--- config.mk ---
export PLATFORM = sky130hd
export DESIGN_NAME = qsg_top
export DESIGN_NICKNAME = d
export VERILOG_FILES = /design/src/qsg_pkg.sv /design/src/qsg_edge_group.sv /design/src/qsg_sync.sv /design/src/qsg_top.sv
export VERILOG_INCLUDE_DIRS = /design/src /design/src/src
export SDC_FILE = /design/constraint.sdc
export NUM_CORES = 1
export LEC_CHECK = 0
export BUFFER_PORTS_ARGS = -buffer_cell sky130_fd_sc_hd__buf_2
export CORE_ASPECT_RATIO = 1.25
export CORE_MARGIN = 2
export CORE_UTILIZATION = 51
export CTS_CLUSTER_SIZE = 40
export DETAILED_ROUTE_END_ITERATION = 6
export PLACE_DENSITY = 0.7
export SYNTH_ARGS = -nofsm -noshare
export SYNTH_HDL_FRONTEND = slang
export SYNTH_SLANG_ARGS = --single-unit
--- constraint.sdc ---
create_clock -name clk_i -period 1.95 [get_ports clk_i]
set_input_delay 0.39 -clock clk_i [delete_from_list [all_inputs] [get_ports clk_i]]
set_output_delay 0.39 -clock clk_i [all_outputs]
set_load 0.01 [all_outputs]
--- src/qsg_map.svh ---
// Register selects, field positions and reset values of the status groups
`ifndef QSG_MAP_SVH
`define QSG_MAP_SVH

// Register select codes carried on the command port
`define QSG_SEL_CL_COND      4'h0
`define QSG_SEL_CL_RISE      4'h1
`define QSG_SEL_CL_FALL      4'h2
`define QSG_SEL_CL_EVENT     4'h3
`define QSG_SEL_CL_ENABLE    4'h4
`define QSG_SEL_MD_COND      4'h5
`define QSG_SEL_MD_RISE      4'h6
`define QSG_SEL_MD_FALL      4'h7
`define QSG_SEL_MD_EVENT     4'h8
`define QSG_SEL_MD_ENABLE    4'h9
`define QSG_SEL_CLEAR_ALL    4'ha

// Clock-loss group bit positions
`define QSG_CL_ED_BIT        0
`define QSG_CL_PG_BIT        1

// Measurement-doubt group bit positions
`define QSG_MD_DATA_LOSS_BIT 0
`define QSG_MD_POWER_BIT     3
`define QSG_MD_CLOCK_A_BIT   5
`define QSG_MD_CALIBRATION_MISMATCH_BIT     8
`define QSG_MD_CLOCK_B_BIT   9
`define QSG_MD_SYNC_BIT      10

// Implemented bits per group; all others read zero
`define QSG_CL_USED          16'h0003
`define QSG_MD_USED          16'h0729

// Reset values: rising edges pass, falling edges blocked, nothing enabled
`define QSG_CL_RISE_RST      16'h0003
`define QSG_MD_RISE_RST      16'h0729
`define QSG_FALL_RST         16'h0000
`define QSG_ENABLE_RST       16'h0000
`define QSG_ZERO16           16'h0000

`endif

--- src/qsg_pkg.sv ---
// Types shared by the status group design
`include "qsg_map.svh"
package qsg_pkg;
  typedef logic [15:0] qsg_word_t;
  typedef logic [3:0]  qsg_sel_t;

  typedef enum logic [3:0] {
    QSG_CL_COND   = `QSG_SEL_CL_COND,
    QSG_CL_RISE   = `QSG_SEL_CL_RISE,
    QSG_CL_FALL   = `QSG_SEL_CL_FALL,
    QSG_CL_EVENT  = `QSG_SEL_CL_EVENT,
    QSG_CL_ENABLE = `QSG_SEL_CL_ENABLE,
    QSG_MD_COND   = `QSG_SEL_MD_COND,
    QSG_MD_RISE   = `QSG_SEL_MD_RISE,
    QSG_MD_FALL   = `QSG_SEL_MD_FALL,
    QSG_MD_EVENT  = `QSG_SEL_MD_EVENT,
    QSG_MD_ENABLE = `QSG_SEL_MD_ENABLE,
    QSG_CLEAR_ALL = `QSG_SEL_CLEAR_ALL
  } qsg_sel_e;
endpackage

--- src/qsg_edge_group.sv ---
// Condition, transition filter and latching event register of one group
`timescale 1ns/100ps
module qsg_edge_group #(
  parameter logic [15:0] USED = 16'hffff
) (
  input  wire logic        clk_i,
  input  wire logic        rst_b_i,
  input  wire logic [15:0] cond_i,
  input  wire logic [15:0] rise_mask_i,
  input  wire logic [15:0] fall_mask_i,
  input  wire logic        event_clr_i,
  output logic      [15:0] cond_o,
  output logic      [15:0] event_o
);
  logic [15:0] cond_r;
  logic [15:0] prev_r;
  logic [15:0] event_r;
  logic [15:0] rise;
  logic [15:0] fall;
  logic [15:0] pass;
  logic [15:0] event_nxt;

  // Edges come from the current and previous sampled condition
  assign rise      = cond_r & ~prev_r;                                 // RULE21
  assign fall      = ~cond_r & prev_r;                                 // RULE21
  assign pass      = (rise & rise_mask_i) | (fall & fall_mask_i);      // RULE8
  // New events win over a clear in the same cycle
  assign event_nxt = ((event_r & ~{16{event_clr_i}}) | pass) & USED;   // RULE22

  always_ff @(posedge clk_i or negedge rst_b_i) begin
    if (!rst_b_i) begin
      cond_r  <= 16'h0000;
      prev_r  <= 16'h0000;
      event_r <= 16'h0000;
    end else begin
      cond_r  <= cond_i & USED;                                        // RULE21
      prev_r  <= cond_r;
      event_r <= event_nxt;                                            // RULE5
    end
  end

  assign cond_o  = cond_r;
  assign event_o = event_r;
endmodule // qsg_edge_group

--- src/qsg_sync.sv ---
// Two-stage synchroniser for the monitor pins
`timescale 1ns/100ps
module qsg_sync #(
  parameter int WIDTH = 9
) (
  input  wire logic             clk_i,
  input  wire logic             rst_b_i,
  input  wire logic [WIDTH-1:0] async_i,
  output logic      [WIDTH-1:0] sync_o
);
  logic [WIDTH-1:0] meta_r;
  logic [WIDTH-1:0] sync_r;

  genvar gi;
  generate
    for (gi = 0; gi < WIDTH; gi++) begin : g_bit
      always_ff @(posedge clk_i or negedge rst_b_i) begin
        if (!rst_b_i) begin
          meta_r[gi] <= 1'b0;
          sync_r[gi] <= 1'b0;
        end else begin
          meta_r[gi] <= async_i[gi];
          sync_r[gi] <= meta_r[gi];
        end
      end
    end
  endgenerate

  assign sync_o = sync_r;
endmodule // qsg_sync

--- src/qsg_top.sv ---
// Clock-loss and measurement-doubt status groups with command port
`timescale 1ns/100ps
`include "qsg_map.svh"

// Operation
// RULE1: Clock-loss condition bit 0 follows the error detector clock-loss monitor.
// RULE2: Clock-loss condition bit 1 follows the pattern generator clock-loss monitor.
// RULE3: Clock-loss summary drives doubt condition bits 5 and 9.
// RULE4: Clock-loss condition captures either source and is readable.
// RULE5: Clock-loss event latches filtered changes until cleared.
// RULE6: Enabled latched clock-loss events assert the clock-loss summary.
// RULE7: Clock-loss filter has separate rise and fall masks, like doubt filter.
// RULE8: Each filter bit passes rising, falling or both edges per masks.
// RULE9: After reset rise masks all set, fall masks all clear.
// RULE10: Doubt group registers are 16 bits, condition-filter-event-enable model.
// RULE11: Doubt condition bit 0 shows data loss at error detector.
// RULE12: Data-loss bit also sets when threshold lies outside the eye.
// RULE13: Doubt condition bit 3 shows power loss at either unit.
// RULE14: Doubt condition bit 8 shows calibration mismatch of installed module.
// RULE15: Doubt bit 10 shows pattern mismatch or error rate above sync threshold.
// RULE16: Doubt event latches filtered condition bits and is readable.
// RULE17: Controller reads clock-loss group to find source behind bits 5, 9.
// RULE18: Enabled latched doubt events set doubt summary, status byte bit 3.
// RULE19: Writing a mask replaces it wholly.
// RULE20: Unused bits read zero and ignore writes.
// RULE21: Conditions track monitors each cycle; edges from current versus previous.
// RULE22: Events clear on read; a same-cycle new event survives.
module qsg_top (
  input  wire logic             clk_i,
  input  wire logic             rst_b_i,
  input  wire logic             ed_clock_lost_i,
  input  wire logic             pg_clock_lost_i,
  input  wire logic             ed_data_lost_i,
  input  wire logic             ed_threshold_outside_eye_i,
  input  wire logic             ed_power_lost_i,
  input  wire logic             pg_power_lost_i,
  input  wire logic             calibration_mismatch_i,
  input  wire logic             pattern_mismatch_i,
  input  wire logic             error_rate_over_sync_i,
  input  wire logic             cmd_valid_i,
  input  wire logic             cmd_write_i,
  input  wire qsg_pkg::qsg_sel_t  cmd_sel_i,
  input  wire qsg_pkg::qsg_word_t cmd_wdata_i,
  output logic                  rsp_valid_o,
  output qsg_pkg::qsg_word_t    rsp_data_o,
  output logic                  clock_loss_summary_o,
  output logic                  doubt_summary_o
);
  import qsg_pkg::*;

  localparam int MON_W = 9;

  // Monitor pins come from other units; synchronise before use
  logic [MON_W-1:0] mon_raw;
  logic [MON_W-1:0] mon_sync;

  assign mon_raw = {error_rate_over_sync_i, pattern_mismatch_i, calibration_mismatch_i,
                    pg_power_lost_i, ed_power_lost_i, ed_threshold_outside_eye_i,
                    ed_data_lost_i, pg_clock_lost_i, ed_clock_lost_i};

  qsg_sync #(
    .WIDTH (MON_W)
  ) u_sync (
    .clk_i   (clk_i),
    .rst_b_i (rst_b_i),
    .async_i (mon_raw),
    .sync_o  (mon_sync)
  );

  logic s_ed_clk;
  logic s_pg_clk;
  logic s_data;
  logic s_eye;
  logic s_ed_pwr;
  logic s_pg_pwr;
  logic s_calibration_mismatch;
  logic s_pat;
  logic s_ber;

  assign s_ed_clk = mon_sync[0];
  assign s_pg_clk = mon_sync[1];
  assign s_data   = mon_sync[2];
  assign s_eye    = mon_sync[3];
  assign s_ed_pwr = mon_sync[4];
  assign s_pg_pwr = mon_sync[5];
  assign s_calibration_mismatch  = mon_sync[6];
  assign s_pat    = mon_sync[7];
  assign s_ber    = mon_sync[8];

  // Software-visible control registers
  qsg_word_t cl_rise_r;
  qsg_word_t cl_fall_r;
  qsg_word_t cl_enable_r;
  qsg_word_t md_rise_r;
  qsg_word_t md_fall_r;
  qsg_word_t md_enable_r;

  // Summaries and response
  logic      cl_summary_r;
  logic      md_summary_r;
  logic      rsp_valid_r;
  qsg_word_t rsp_data_r;

  // Command decode
  logic cmd_rd;
  logic cmd_wr;
  logic wr_cl_rise;
  logic wr_cl_fall;
  logic wr_cl_enable;
  logic wr_md_rise;
  logic wr_md_fall;
  logic wr_md_enable;
  logic clr_all;
  logic rd_cl_event;
  logic rd_md_event;
  logic cl_event_clr;
  logic md_event_clr;

  assign cmd_rd       = cmd_valid_i & ~cmd_write_i;
  assign cmd_wr       = cmd_valid_i & cmd_write_i;
  assign wr_cl_rise   = cmd_wr & (cmd_sel_i == `QSG_SEL_CL_RISE);
  assign wr_cl_fall   = cmd_wr & (cmd_sel_i == `QSG_SEL_CL_FALL);
  assign wr_cl_enable = cmd_wr & (cmd_sel_i == `QSG_SEL_CL_ENABLE);
  assign wr_md_rise   = cmd_wr & (cmd_sel_i == `QSG_SEL_MD_RISE);
  assign wr_md_fall   = cmd_wr & (cmd_sel_i == `QSG_SEL_MD_FALL);
  assign wr_md_enable = cmd_wr & (cmd_sel_i == `QSG_SEL_MD_ENABLE);
  assign clr_all      = cmd_wr & (cmd_sel_i == `QSG_SEL_CLEAR_ALL);
  assign rd_cl_event  = cmd_rd & (cmd_sel_i == `QSG_SEL_CL_EVENT);
  assign rd_md_event  = cmd_rd & (cmd_sel_i == `QSG_SEL_MD_EVENT);
  // Reading an event register consumes it
  assign cl_event_clr = rd_cl_event | clr_all;                         // RULE22
  assign md_event_clr = rd_md_event | clr_all;                         // RULE22

  // Clock-loss condition inputs
  qsg_word_t cl_cond_in;
  qsg_word_t cl_cond;
  qsg_word_t cl_event;

  always_comb begin
    cl_cond_in                  = `QSG_ZERO16;
    cl_cond_in[`QSG_CL_ED_BIT]  = s_ed_clk;                            // RULE1
    cl_cond_in[`QSG_CL_PG_BIT]  = s_pg_clk;                            // RULE2
  end

  qsg_edge_group #(
    .USED (`QSG_CL_USED)
  ) u_cl_group (
    .clk_i       (clk_i),
    .rst_b_i     (rst_b_i),
    .cond_i      (cl_cond_in),                                         // RULE4
    .rise_mask_i (cl_rise_r),                                          // RULE7
    .fall_mask_i (cl_fall_r),                                          // RULE7
    .event_clr_i (cl_event_clr),
    .cond_o      (cl_cond),
    .event_o     (cl_event)
  );

  // Doubt condition inputs; clock-loss summary feeds two bit positions
  qsg_word_t md_cond_in;
  qsg_word_t md_cond;
  qsg_word_t md_event;

  always_comb begin
    md_cond_in                        = `QSG_ZERO16;
    md_cond_in[`QSG_MD_DATA_LOSS_BIT] = s_data | s_eye;                // RULE11 RULE12
    md_cond_in[`QSG_MD_POWER_BIT]     = s_ed_pwr | s_pg_pwr;           // RULE13
    md_cond_in[`QSG_MD_CLOCK_A_BIT]   = cl_summary_r;                  // RULE3
    md_cond_in[`QSG_MD_CALIBRATION_MISMATCH_BIT]     = s_calibration_mismatch;                       // RULE14
    md_cond_in[`QSG_MD_CLOCK_B_BIT]   = cl_summary_r;                  // RULE3
    md_cond_in[`QSG_MD_SYNC_BIT]      = s_pat | s_ber;                 // RULE15
  end

  qsg_edge_group #(
    .USED (`QSG_MD_USED)
  ) u_md_group (
    .clk_i       (clk_i),
    .rst_b_i     (rst_b_i),
    .cond_i      (md_cond_in),                                         // RULE10
    .rise_mask_i (md_rise_r),
    .fall_mask_i (md_fall_r),
    .event_clr_i (md_event_clr),
    .cond_o      (md_cond),
    .event_o     (md_event)                                            // RULE16
  );

  // Control register writes replace the whole value, unused bits dropped
  always_ff @(posedge clk_i or negedge rst_b_i) begin
    if (!rst_b_i) begin
      cl_rise_r   <= `QSG_CL_RISE_RST;                                 // RULE9
      cl_fall_r   <= `QSG_FALL_RST;                                    // RULE9
      cl_enable_r <= `QSG_ENABLE_RST;
      md_rise_r   <= `QSG_MD_RISE_RST;                                 // RULE9
      md_fall_r   <= `QSG_FALL_RST;                                    // RULE9
      md_enable_r <= `QSG_ENABLE_RST;
    end else begin
      if (wr_cl_rise) begin
        cl_rise_r <= cmd_wdata_i & `QSG_CL_USED;                       // RULE19 RULE20
      end
      if (wr_cl_fall) begin
        cl_fall_r <= cmd_wdata_i & `QSG_CL_USED;                       // RULE19 RULE20
      end
      if (wr_cl_enable) begin
        cl_enable_r <= cmd_wdata_i & `QSG_CL_USED;                     // RULE20
      end
      if (wr_md_rise) begin
        md_rise_r <= cmd_wdata_i & `QSG_MD_USED;                       // RULE19 RULE20
      end
      if (wr_md_fall) begin
        md_fall_r <= cmd_wdata_i & `QSG_MD_USED;                       // RULE19 RULE20
      end
      if (wr_md_enable) begin
        md_enable_r <= cmd_wdata_i & `QSG_MD_USED;                     // RULE20
      end
    end
  end

  // Summaries: any latched event with its enable set
  logic cl_summary_nxt;
  logic md_summary_nxt;

  assign cl_summary_nxt = |(cl_event & cl_enable_r);                   // RULE6
  assign md_summary_nxt = |(md_event & md_enable_r);                   // RULE18

  always_ff @(posedge clk_i or negedge rst_b_i) begin
    if (!rst_b_i) begin
      cl_summary_r <= 1'b0;
      md_summary_r <= 1'b0;
    end else begin
      cl_summary_r <= cl_summary_nxt;
      md_summary_r <= md_summary_nxt;
    end
  end

  // Read mux; unmapped selects answer zero
  qsg_word_t rd_mux;

  always_comb begin
    case (cmd_sel_i)
      `QSG_SEL_CL_COND:   rd_mux = cl_cond;                            // RULE4
      `QSG_SEL_CL_RISE:   rd_mux = cl_rise_r;
      `QSG_SEL_CL_FALL:   rd_mux = cl_fall_r;
      `QSG_SEL_CL_EVENT:  rd_mux = cl_event;
      `QSG_SEL_CL_ENABLE: rd_mux = cl_enable_r;
      `QSG_SEL_MD_COND:   rd_mux = md_cond;
      `QSG_SEL_MD_RISE:   rd_mux = md_rise_r;
      `QSG_SEL_MD_FALL:   rd_mux = md_fall_r;
      `QSG_SEL_MD_EVENT:  rd_mux = md_event;                           // RULE16
      `QSG_SEL_MD_ENABLE: rd_mux = md_enable_r;
      default:            rd_mux = `QSG_ZERO16;                        // RULE20
    endcase
  end

  // The answer holds the pre-clear event value, so the read sees what it consumes
  always_ff @(posedge clk_i or negedge rst_b_i) begin
    if (!rst_b_i) begin
      rsp_valid_r <= 1'b0;
      rsp_data_r  <= `QSG_ZERO16;
    end else begin
      rsp_valid_r <= cmd_rd;
      if (cmd_rd) begin
        rsp_data_r <= rd_mux;
      end
    end
  end

  assign rsp_valid_o          = rsp_valid_r;
  assign rsp_data_o           = rsp_data_r;
  assign clock_loss_summary_o = cl_summary_r;
  assign doubt_summary_o      = md_summary_r;
endmodule // qsg_top
==> results of run 1 <==
layout make-up:
| cell class | instances | area [sq um] |
|---|---|---|
| clock buffer | 9 | 124 |
| clock inverter | 7 | 45.0 |
| fill | 496 | 2280 |
| inverter | 5 | 18.8 |
| multi-input combinational | 146 | 1120 |
| sequential | 74 | 1860 |
| tap | 66 | 82.6 |
| timing repair buffer | 47 | 288 |
registers in the layout (all words and copies together), names as in the netlist, 6 cells and up:
signal              cells
md_enable_r             6
md_fall_r               6
u_sync.sync_o           9
u_md_group.event_o      6
rsp_data_o              7
md_rise_r               6
u_sync.meta_r           9
cells by family (layout without fill, tap and decap cells):
group                     Yosys count  count (layout)  share of synthesized area, %
buffers and inverters              22              68                          4.26
DFF                                74              74                          60.4
other                               1               9                         0.122
muxes                              36              36                          13.1
xor gates and xnor gates            1               1                         0.284
and+or+nand+nor                    58              58                          11.5
AOI/OAI and AO/OA                  42              42                          10.3
timing repair:
action,CTS,global route
endpoints found under the hold margin,30,0
hold buffers,1,0
buffers inserted,0,0
stage by stage:
stage	worst slack (ns)	util, %
3_3_place_gp	0.153	57.7
3_5_place_dp	0.147	57.7
6_report	0.481	60.8
4_1_cts	0.530	60.8
5_1_grt	0.416	60.8
2_1_floorplan	0.470	-
path summary, 6_finish.rpt:
path | from | endpoint | slack (ns) | cells past startpoint
max in group asynchronous | rst_b_i | md_rise_r[9] | 0.80 | 3
max | cmd_sel_i[1] | rsp_data_o[10] | 0.48 | 5
min | pg_power_lost_i | u_sync.meta_r[5] | 0.15 | 1
min in group asynchronous | rst_b_i | rsp_data_o[5] | 0.53 | 2
min reg2reg | u_sync.sync_o[1] | u_cl_group.cond_o[1] | 0.35 | 0
max reg2reg | md_rise_r[0] | rsp_data_o[0] | 0.55 | 4
critical path: cells and delay by family:
kind | cells | cell delay, ns
buffers and inverters | 1 | 0.41
multiplexers | 1 | 0.39
AO/OA/AOI/OAI | 3 | 0.51
per-layer routing:
metal / wire length [microns] / track usage, % / up-vias
met5: 0 / 0 / -
met4: 82 / 6.36 / 0
met3: 246 / 6.14 / 6
met2: 2760 / 27.6 / 57
met1: 2560 / 25.2 / 929
li1: - / - / 927
power groups by stage:
stage                     clock network, mW  registers (mW)  logic [mW]
final                                  1.02            1.95       0.522
after global routing                   1.11            1.99       0.587
after CTS                              1.05            1.95       0.529
after detailed placement                  0            1.98       0.524
after global placement                    0            1.97       0.507
after floorplan                           0            1.95       0.358
cells in the mapped netlist, types with 2 or more instances:
master	count
nand3_1	2
inv_1	4
or2_2	3
a21oi_1	2
nand3b_1	8
buf_2	5
nor2_1	3
a221o_1	2
o21ai_0	3
a22oi_1	7
o22ai_1	4
o211ai_1	7
a32o_1	2
nand2_1	23
a22o_1	5
a31oi_1	2
mux2_2	26
mux2_4	2
mux2i_1	8
dfstp_2	8
dfrtp_1	66
buf_4	11
nor2b_1	3
nand2b_1	2
==> flow_metrics.tcl, run 1 <==
set metrics [dict create \
    switching_power_uw 972 \
    clock_latency_ns 0.34 \
    max_slew_margin_pct 66.1 \
    critPathMaxFanout 24 \
    io_buffer_count 33 \
    outcome "finished, final reports clean" \
    grt.total_usage_pct 18.5 \
    synth.avg_cell_area_sq_um 13.2 \
    cts_root_buf "clkbuf_8" \
    hp-class "in2reg" \
    mostFrequentLayoutCells "66 x dfrtp_1, 32 x buf_2, 26 x mux2_2" \
    synth.distinct_cells 50 \
    die_y_microns 90.9 \
    clk_path_buf_depth 2 \
    dp_cells 337 \
    firstDrtPassIters 4 \
    yosysWarnings 0 \
    power_frac_comb_pct 14.9 \
    cts.sinks 74 \
    hold_violations 0 \
    p_total_mw 3.49 \
    rsz0062_at_grt "false" \
    cp.required_ns 2.19 \
    p_leak_nw 1.64 \
    drc_errors 0 \
    synthesis.area_sq_um 3080 \
    die_area_sq_um 6680 \
    fin_crit_ns 1.47 \
    clkPwrFrac_pct 29.1 \
    gp_congestion 0.781 \
    synth-edff-count 0 \
    max_stage_delay_ns 0.41 \
    cts_buffers 9 \
    switching_share_pct 27.8 \
    cap_violations 0 \
    grt_overflow_total 0 \
    synth_top_area_share_pct 53.6 \
    final_cells 354 \
    path_cells "buf_2, mux2_2, a22oi_1, o22ai_1, a22o_1" \
    tritoncts "built" \
    num_vias 1919 \
    die_x_microns 73.5 \
    critical_path_class "in2reg" \
    cts_resized 0 \
    p_int_mw 2.52 \
    max-vdd-ir-drop_v 0.000522 \
    synth_ff_type "dfrtp_1" \
    final_common_cell "dfrtp_1" \
    post-route-period-util_pct 75.4 \
    fin_tns_setup_ns 0 \
    place_area_sq_um 3360 \
    ys_seq_elements 74 \
    slowest_stage "buf_2" \
    grt_pass1_wl_microns 9380 \
    drtIter0Drc 164 \
    clk_transition_reported_paths_ns 0.08 \
    arrival_ns 1.71 \
    async_reset_ff_share_pct 100 \
    diodes 0 \
    yosysSeqAreaShare_pct 60.4 \
    rows 31 \
    wl_per_cell_microns 16.0 \
    grt_start_max_net_pins 36 \
    endpoint_kind "flip-flop" \
    syn2layout_area_growth_pct 14.8 \
    max_freq_mhz 681 \
    fin_area_sq_um 3540 \
    via_per_inst 5.42 \
    place_hpwl_microns 3940 \
    synthCells 234 \
    maxSlewViolCount 0 \
    core_sq_um 5820 \
    power.share.sequential_pct 55.9 \
    yosysTopAreaCell "dfrtp_1" \
    routed_wl_microns 5650 \
    worst_pin_slew_ns 0.509 \
    synth_area_leaders "dfrtp_1 54%, mux2_2 9.5%, dfstp_2 6.8%, nand2_1 2.8%, buf_4 2.7%" \
    power.density_nw_per_um2 988 \
    num_io_pins 52 \
    num-nets-final 316 \
    grt_antenna_before_repair 0 \
    start_util_pct 53.0 \
    antenna_left 0 \
    finClkSkew_ns 0.00897 \
    htreeDepth 3 \
    layout-drive-gt1-share_pct 37.5 \
    setup_viol 0 \
    whs_ns 0.147 \
    start_kind "primary input" \
    grt_pass1_vias 1904 \
]
No activity file was read; power rests on OpenSTA's default activity.
==> run 2: changes to the inputs <==
--- a/config.mk
+++ b/config.mk
@@ -9,10 +9,10 @@
 export BUFFER_PORTS_ARGS = -buffer_cell sky130_fd_sc_hd__buf_2
 export CORE_ASPECT_RATIO = 1.25
 export CORE_MARGIN = 2
-export CORE_UTILIZATION = 51
+export CORE_UTILIZATION = 50
 export CTS_CLUSTER_SIZE = 40
 export DETAILED_ROUTE_END_ITERATION = 6
-export PLACE_DENSITY = 0.7
+export PLACE_DENSITY = 0.72
 export SYNTH_ARGS = -nofsm -noshare
 export SYNTH_HDL_FRONTEND = slang
 export SYNTH_SLANG_ARGS = --single-unit
==> constraint.sdc (replaced) <==
create_clock -name clk_i -period 1.2 [get_ports clk_i]
set_input_delay 0.24 -clock clk_i [delete_from_list [all_inputs] [get_ports clk_i]]
set_output_delay 0.24 -clock clk_i [all_outputs]
set_load 0.01 [all_outputs]
==> run 2 against run 1 <==
Compared with the run above: combinational power up 120%; routed wire length up 12%; die area up 1.9%; clock skew down 0.0012 ns; global-route usage up 1.6 points; first-iteration DRC count down 22%; the run now ends with negative setup slack left; cell count up 16%; count of clock-buffer cells in the layout up 2; via count up 12%; register-to-register slack worse by 0.56 ns; critical path type is now reg2reg; setup slack worse by 0.49 ns.
==> flow_metrics.tcl, run 2 (synthesized netlist as in run 1, its figures left out) <==
set metrics [dict create \
    final_common_cell "dfrtp_1" \
    clk_transition_reported_paths_ns 0.08 \
    grt.total_usage_pct 20.1 \
    rows 32 \
    cts_root_buf "clkbuf_8" \
    hold_violations 0 \
    setup_viol 2 \
    critPathLaunch "u_md_group.cond_o[9]" \
    reg2regPathDepth 4 \
    diodes 0 \
    io_buffer_count 33 \
    die_area_sq_um 6810 \
    routed_wl_microns 6350 \
    p_total_mw 6.55 \
    hp-class "in2reg" \
    gp_congestion 0.853 \
    num_io_pins 52 \
    htreeDepth 3 \
    max-vdd-ir-drop_v 0.000891 \
    rsz0062_at_grt "true" \
    arrival_ns 1.44 \
    cp.required_ns 1.43 \
    wl_per_cell_microns 15.4 \
    grt_pass1_vias 2167 \
    final_cells 412 \
    fin_area_sq_um 4020 \
    worstReg2RegStart "u_md_group.cond_o[9]" \
    clock_latency_ns 0.33 \
    place_ws_ns -0.341 \
    start_util_pct 50.6 \
    num-nets-final 355 \
    finClkSkew_ns 0.00776 \
    start_kind "flip-flop" \
    violations "negative setup slack" \
    place_area_sq_um 3620 \
    grt_antenna_before_repair 0 \
    r2r_end "rsp_data_o[9]" \
    hold_depth 1 \
    post-route-period-util_pct 101 \
    outcome "complete, but fails checks" \
    antenna_left 0 \
    layout-drive-gt1-share_pct 45.3 \
    firstDrtPassIters 4 \
    p_leak_nw 1.88 \
    grt_start_max_net_pins 75 \
    maxSlewViolCount 0 \
    cts.sinks 74 \
    die_x_microns 74.2 \
    syn2layout_area_growth_pct 30.4 \
    endpoint_kind "flip-flop" \
    dp_cells 383 \
    via_per_inst 5.23 \
    reg2reg_slack_ns -0.01 \
    grt_overflow_total 0 \
    drtIter0Drc 128 \
    whs_ns 0.0152 \
    critical_path_class "reg2reg" \
    grt_pass1_wl_microns 10300 \
    drc_errors 0 \
    min_to "u_sync.meta_r[6]" \
    cap_violations 0 \
    critPathMaxFanout 2 \
    clk_path_buf_depth 2 \
    tritoncts "built" \
    mostFrequentLayoutCells "66 x dfrtp_1, 44 x buf_4, 32 x buf_2" \
    max_freq_mhz 826 \
    num_vias 2154 \
    core_sq_um 6090 \
    power.density_nw_per_um2 1630 \
    fin_crit_ns 1.21 \
    setup_slack_ns -0.00998 \
    hp-start "calibration_mismatch_i" \
    die_y_microns 91.8 \
    cts_buffers 9 \
    place_hpwl_microns 4480 \
    nFillCells 457 \
]
==> run 2: critical path, cell delays in order (launching register included) <==
cell and delay (ns):
dfrtp_1 0.41, mux2_2 0.28, a22oi_2 0.12, o22ai_1 0.09, a22o_1 0.20
==> run 2: per-stage QoR <==
stage / setup TNS (ns) / util [%]
detailed placement: -10.30 / 59.6
global placement: -9.09 / 59.6
global route: -0.214 / 66.0
floorplan: -1.34 / -
CTS: -0.0236 / 65.1
finish: -0.0151 / 66.0
==> run 2: worst max-delay path by stage <==
stage	slack, ns	to
CTS	-0.01	rsp_data_o[9]
global route	-0.05	rsp_data_o[8]
detailed placement	-0.34	rsp_data_o[10]
floorplan	-0.09	md_enable_r[0]
finish	-0.01	rsp_data_o[9]
global placement	-0.29	rsp_data_o[3]
==> run 2: area by class of cell <==
type	instances	area, sq um	area share, %
Tap cell	85	106	2.65
Clock buffer	11	131	3.27
Inverter	5	18.8	0.467
Clock inverter	5	103	2.55
Multi-Input combinational cell	146	1190	29.6
Sequential cell	74	1860	46.3
Timing Repair Buffer	86	608	15.1
==> run 2: what timing repair did <==
item / in CTS / in global routing
gates resized for setup: 1 / 9
setup buffers: 4 / 2
pin swaps: 2 / 2
endpoints found under the hold margin: 72 / 0
hold buffers: 7 / 0
setup endpoints to repair: 5 / 16
==> run 2: layer usage <==
layer | routed length (microns) | share of wire [%] | GRT usage, % | vias up
li1 | - | - | - | 1002
met1 | 2740 | 43 | 25.4 | 1090
met2 | 3290 | 52 | 33.8 | 55
met3 | 245 | 3.9 | 3.08 | 7
met4 | 76 | 1.2 | 8.78 | 0
met5 | 0 | 0 | 0 | -
==> run 2: report_power, final <==
| part | internal, mW | total [mW] | switching, mW |
|---|---|---|---|
| Combinational | 0.636 | 1.13 | 0.489 |
| Clock | 1.38 | 2.25 | 0.875 |
| Sequential | 2.90 | 3.17 | 0.267 |
==> run 3: changes to the inputs <==
--- a/config.mk
+++ b/config.mk
@@ -6,13 +6,14 @@
 export SDC_FILE = /design/constraint.sdc
 export NUM_CORES = 1
 export LEC_CHECK = 0
+export ABC_AREA = 1
 export BUFFER_PORTS_ARGS = -buffer_cell sky130_fd_sc_hd__buf_2
 export CORE_ASPECT_RATIO = 1.25
 export CORE_MARGIN = 2
-export CORE_UTILIZATION = 50
+export CORE_UTILIZATION = 49
 export CTS_CLUSTER_SIZE = 40
 export DETAILED_ROUTE_END_ITERATION = 6
-export PLACE_DENSITY = 0.72
+export PLACE_DENSITY = 0.71
 export SYNTH_ARGS = -nofsm -noshare
 export SYNTH_HDL_FRONTEND = slang
 export SYNTH_SLANG_ARGS = --single-unit
==> run 3 against run 2 <==
Compared with the run above: the run now ends clean; synthesized area shrank 4.3%; cell area shrank 9.1%; fmax grew 6.5%; global-route usage grew 0.14 points; cell count grew 11%; setup slack gained 0.074 ns; largest cell class unchanged; largest power group unchanged.
==> flow_metrics.tcl, run 3 <==
set metrics [dict create \
    synth.avg_cell_area_sq_um 9.46 \
    synthCells 312 \
    reg2regPathDepth 4 \
    die_y_microns 90.8 \
    arrival_ns 0.90 \
    num_vias 2293 \
    synth.most_common_cell "nand2_1" \
    grt_pass1_vias 2366 \
    cp_top_family "flip-flops" \
    max_stage_delay_ns 0.40 \
    yosysSeqAreaShare_pct 63.1 \
    power.density_nw_per_um2 1630 \
    start_util_pct 50.7 \
    io_buffer_count 33 \
    gp_congestion 0.871 \
    setup_viol 0 \
    synthesis.area_sq_um 2950 \
    outcome "finished, final reports clean" \
    diodes 0 \
    p_leak_nw 1.86 \
    place_area_sq_um 3340 \
    grt_antenna_before_repair 0 \
    slowest_stage "dfrtp_1" \
    synth_top_area_share_pct 56.0 \
    syn2layout_area_growth_pct 23.8 \
    hp-start "cmd_wdata_i[10]" \
    synth_ff_type "dfrtp_1" \
    cts.sinks 74 \
    path_depth 1 \
    hold_violations 0 \
    endpoint_kind "primary output" \
    fin_area_sq_um 3650 \
    fin_crit_ns 1.14 \
    ys_seq_elements 74 \
    nFillCells 495 \
    synth_common_cells "113 x nand2_1, 66 x dfrtp_1, 26 x nand3_1" \
    critical_path_class "reg2out" \
    synth_area_leaders "dfrtp_1 56%, nand2_1 14%, dfstp_2 7.1%, nand3_1 4.4%, o21ai_1 3.2%" \
    worstReg2RegStart "u_md_group.cond_o[3]" \
    rsz0062_at_grt "false" \
    tritoncts "built" \
    core_sq_um 5820 \
    cts_buffers 9 \
    finClkSkew_ns 0.00890 \
    endpoint "clock_loss_summary_o" \
    num-nets-final 418 \
    grt_pass1_wl_microns 10200 \
    via_per_inst 5.03 \
    path_buf_inv 1 \
    whs_ns 0.137 \
    layout-drive-gt1-share_pct 23.8 \
    setup_slack_ns 0.0638 \
    firstDrtPassIters 5 \
    clk_transition_reported_paths_ns 0.08 \
    antenna_left 0 \
    cts_root_buf "clkbuf_8" \
    drc_errors 0 \
    cap_violations 0 \
    place_ws_ns -0.133 \
    hp-class "in2reg" \
    cp.required_ns 0.96 \
    maxSlewViolCount 0 \
    synth.distinct_cells 23 \
    routed_wl_microns 5930 \
    fin_tns_setup_ns 0 \
    max-vdd-ir-drop_v 0.000896 \
    start_kind "flip-flop" \
    final_common_cell "nand2_1" \
    r2r_end "rsp_data_o[3]" \
    wl_per_cell_microns 13.0 \
    die_x_microns 73.4 \
    grt_start_max_net_pins 75 \
    post-route-period-util_pct 94.7 \
    critPathLaunch "clock_loss_summary_o" \
    rows 31 \
    max_freq_mhz 880 \
    htreeDepth 3 \
    grt.total_usage_pct 20.3 \
    p_total_mw 5.95 \
    mostFrequentLayoutCells "113 x nand2_1, 66 x dfrtp_1, 33 x buf_2" \
    reg2reg_slack_ns 0.20 \
    die_area_sq_um 6660 \
    async_reset_ff_share_pct 100 \
    critPathMaxFanout 2 \
    synth-edff-count 0 \
    grt_overflow_total 0 \
    place_hpwl_microns 4070 \
    yosysWarnings 0 \
    drtIter0Drc 118 \
    path_cells "buf_2" \
    clock_latency_ns 0.35 \
    clk_path_buf_depth 2 \
    yosysTopAreaCell "dfrtp_1" \
    post-cts-setup-buffers 0 \
    num_io_pins 52 \
]
==> run 3: changes by cell type after synthesis, moves of 5 or more <==
cell      delta
nor2_1      +11
nand3_1     +24
inv_1       +15
o221ai_1     +5
nand2_1     +90
o211ai_1     -5
mux2i_1      -8
a22oi_1      -7
o21ai_1     +19
o21ai_0      +8
nand3b_1     -7
mux2_2      -26
==> run 3: layout make-up <==
type	count	area, sq um	share of cell area [%]
clock inverters	5	60.1	1.64
well taps	66	82.6	2.26
repair buffers	67	470	12.9
flip-flops and latches	74	1860	51.0
clock buffers	11	151	4.15
multi-input cells	212	947	25.9
inverters	21	78.8	2.16
==> run 3: worst min-delay path by stage <==
stage	slack [ns]	endpoint	cells after the start
CTS	0.12	md_rise_r[10]	3
global route	0.14	md_rise_r[10]	3
detailed placement	0.30	md_fall_r[10]	2
floorplan	-0.06	cl_enable_r[0]	0
finish	0.14	md_rise_r[10]	3
global placement	0.29	u_sync.meta_r[8]	2
==> run 3: report_power, final <==
group          internal, mW  switching (mW)
clock                  1.08           0.910
sequential             2.91           0.285
combinational         0.352           0.410
==> run 3: metal layers <==
layer  part of all wire (%)  global-route usage (%)  vias up
li1                       -                       -     1133
met4                    1.7                    9.39        0
met1                     44                    23.6     1106
met3                    3.9                    5.25        7
met2                     50                    34.2       47
met5                      0                       0        -
==> run 3: cell families (layout without fill, tap and decap cells) <==
| group | count (synthesis) | after routing | share of synthesized area, % |
|---|---|---|---|
| other | 1 | 9 | 0.127 |
| DFF | 74 | 74 | 63.1 |
| and+or+nand+nor | 164 | 164 | 23.3 |
| AOI/OAI and AO/OA | 39 | 39 | 7.68 |
| buffers and inverters | 34 | 104 | 5.81 |
==> run 3: stage by stage <==
| step | utilization, % | std cells |
|---|---|---|
| floorplan | - | 320 |
| global placement | 57.4 | 430 |
| detailed placement | 57.4 | 430 |
| CTS | 62.8 | 456 |
| global route | 62.8 | 456 |
| finish | 62.8 | 456 |
==> run 3: what timing repair did <==
item	4_1_cts	5_1_grt
resized for setup	0	0
hold endpoints to repair	75	0
hold buffers	10	0
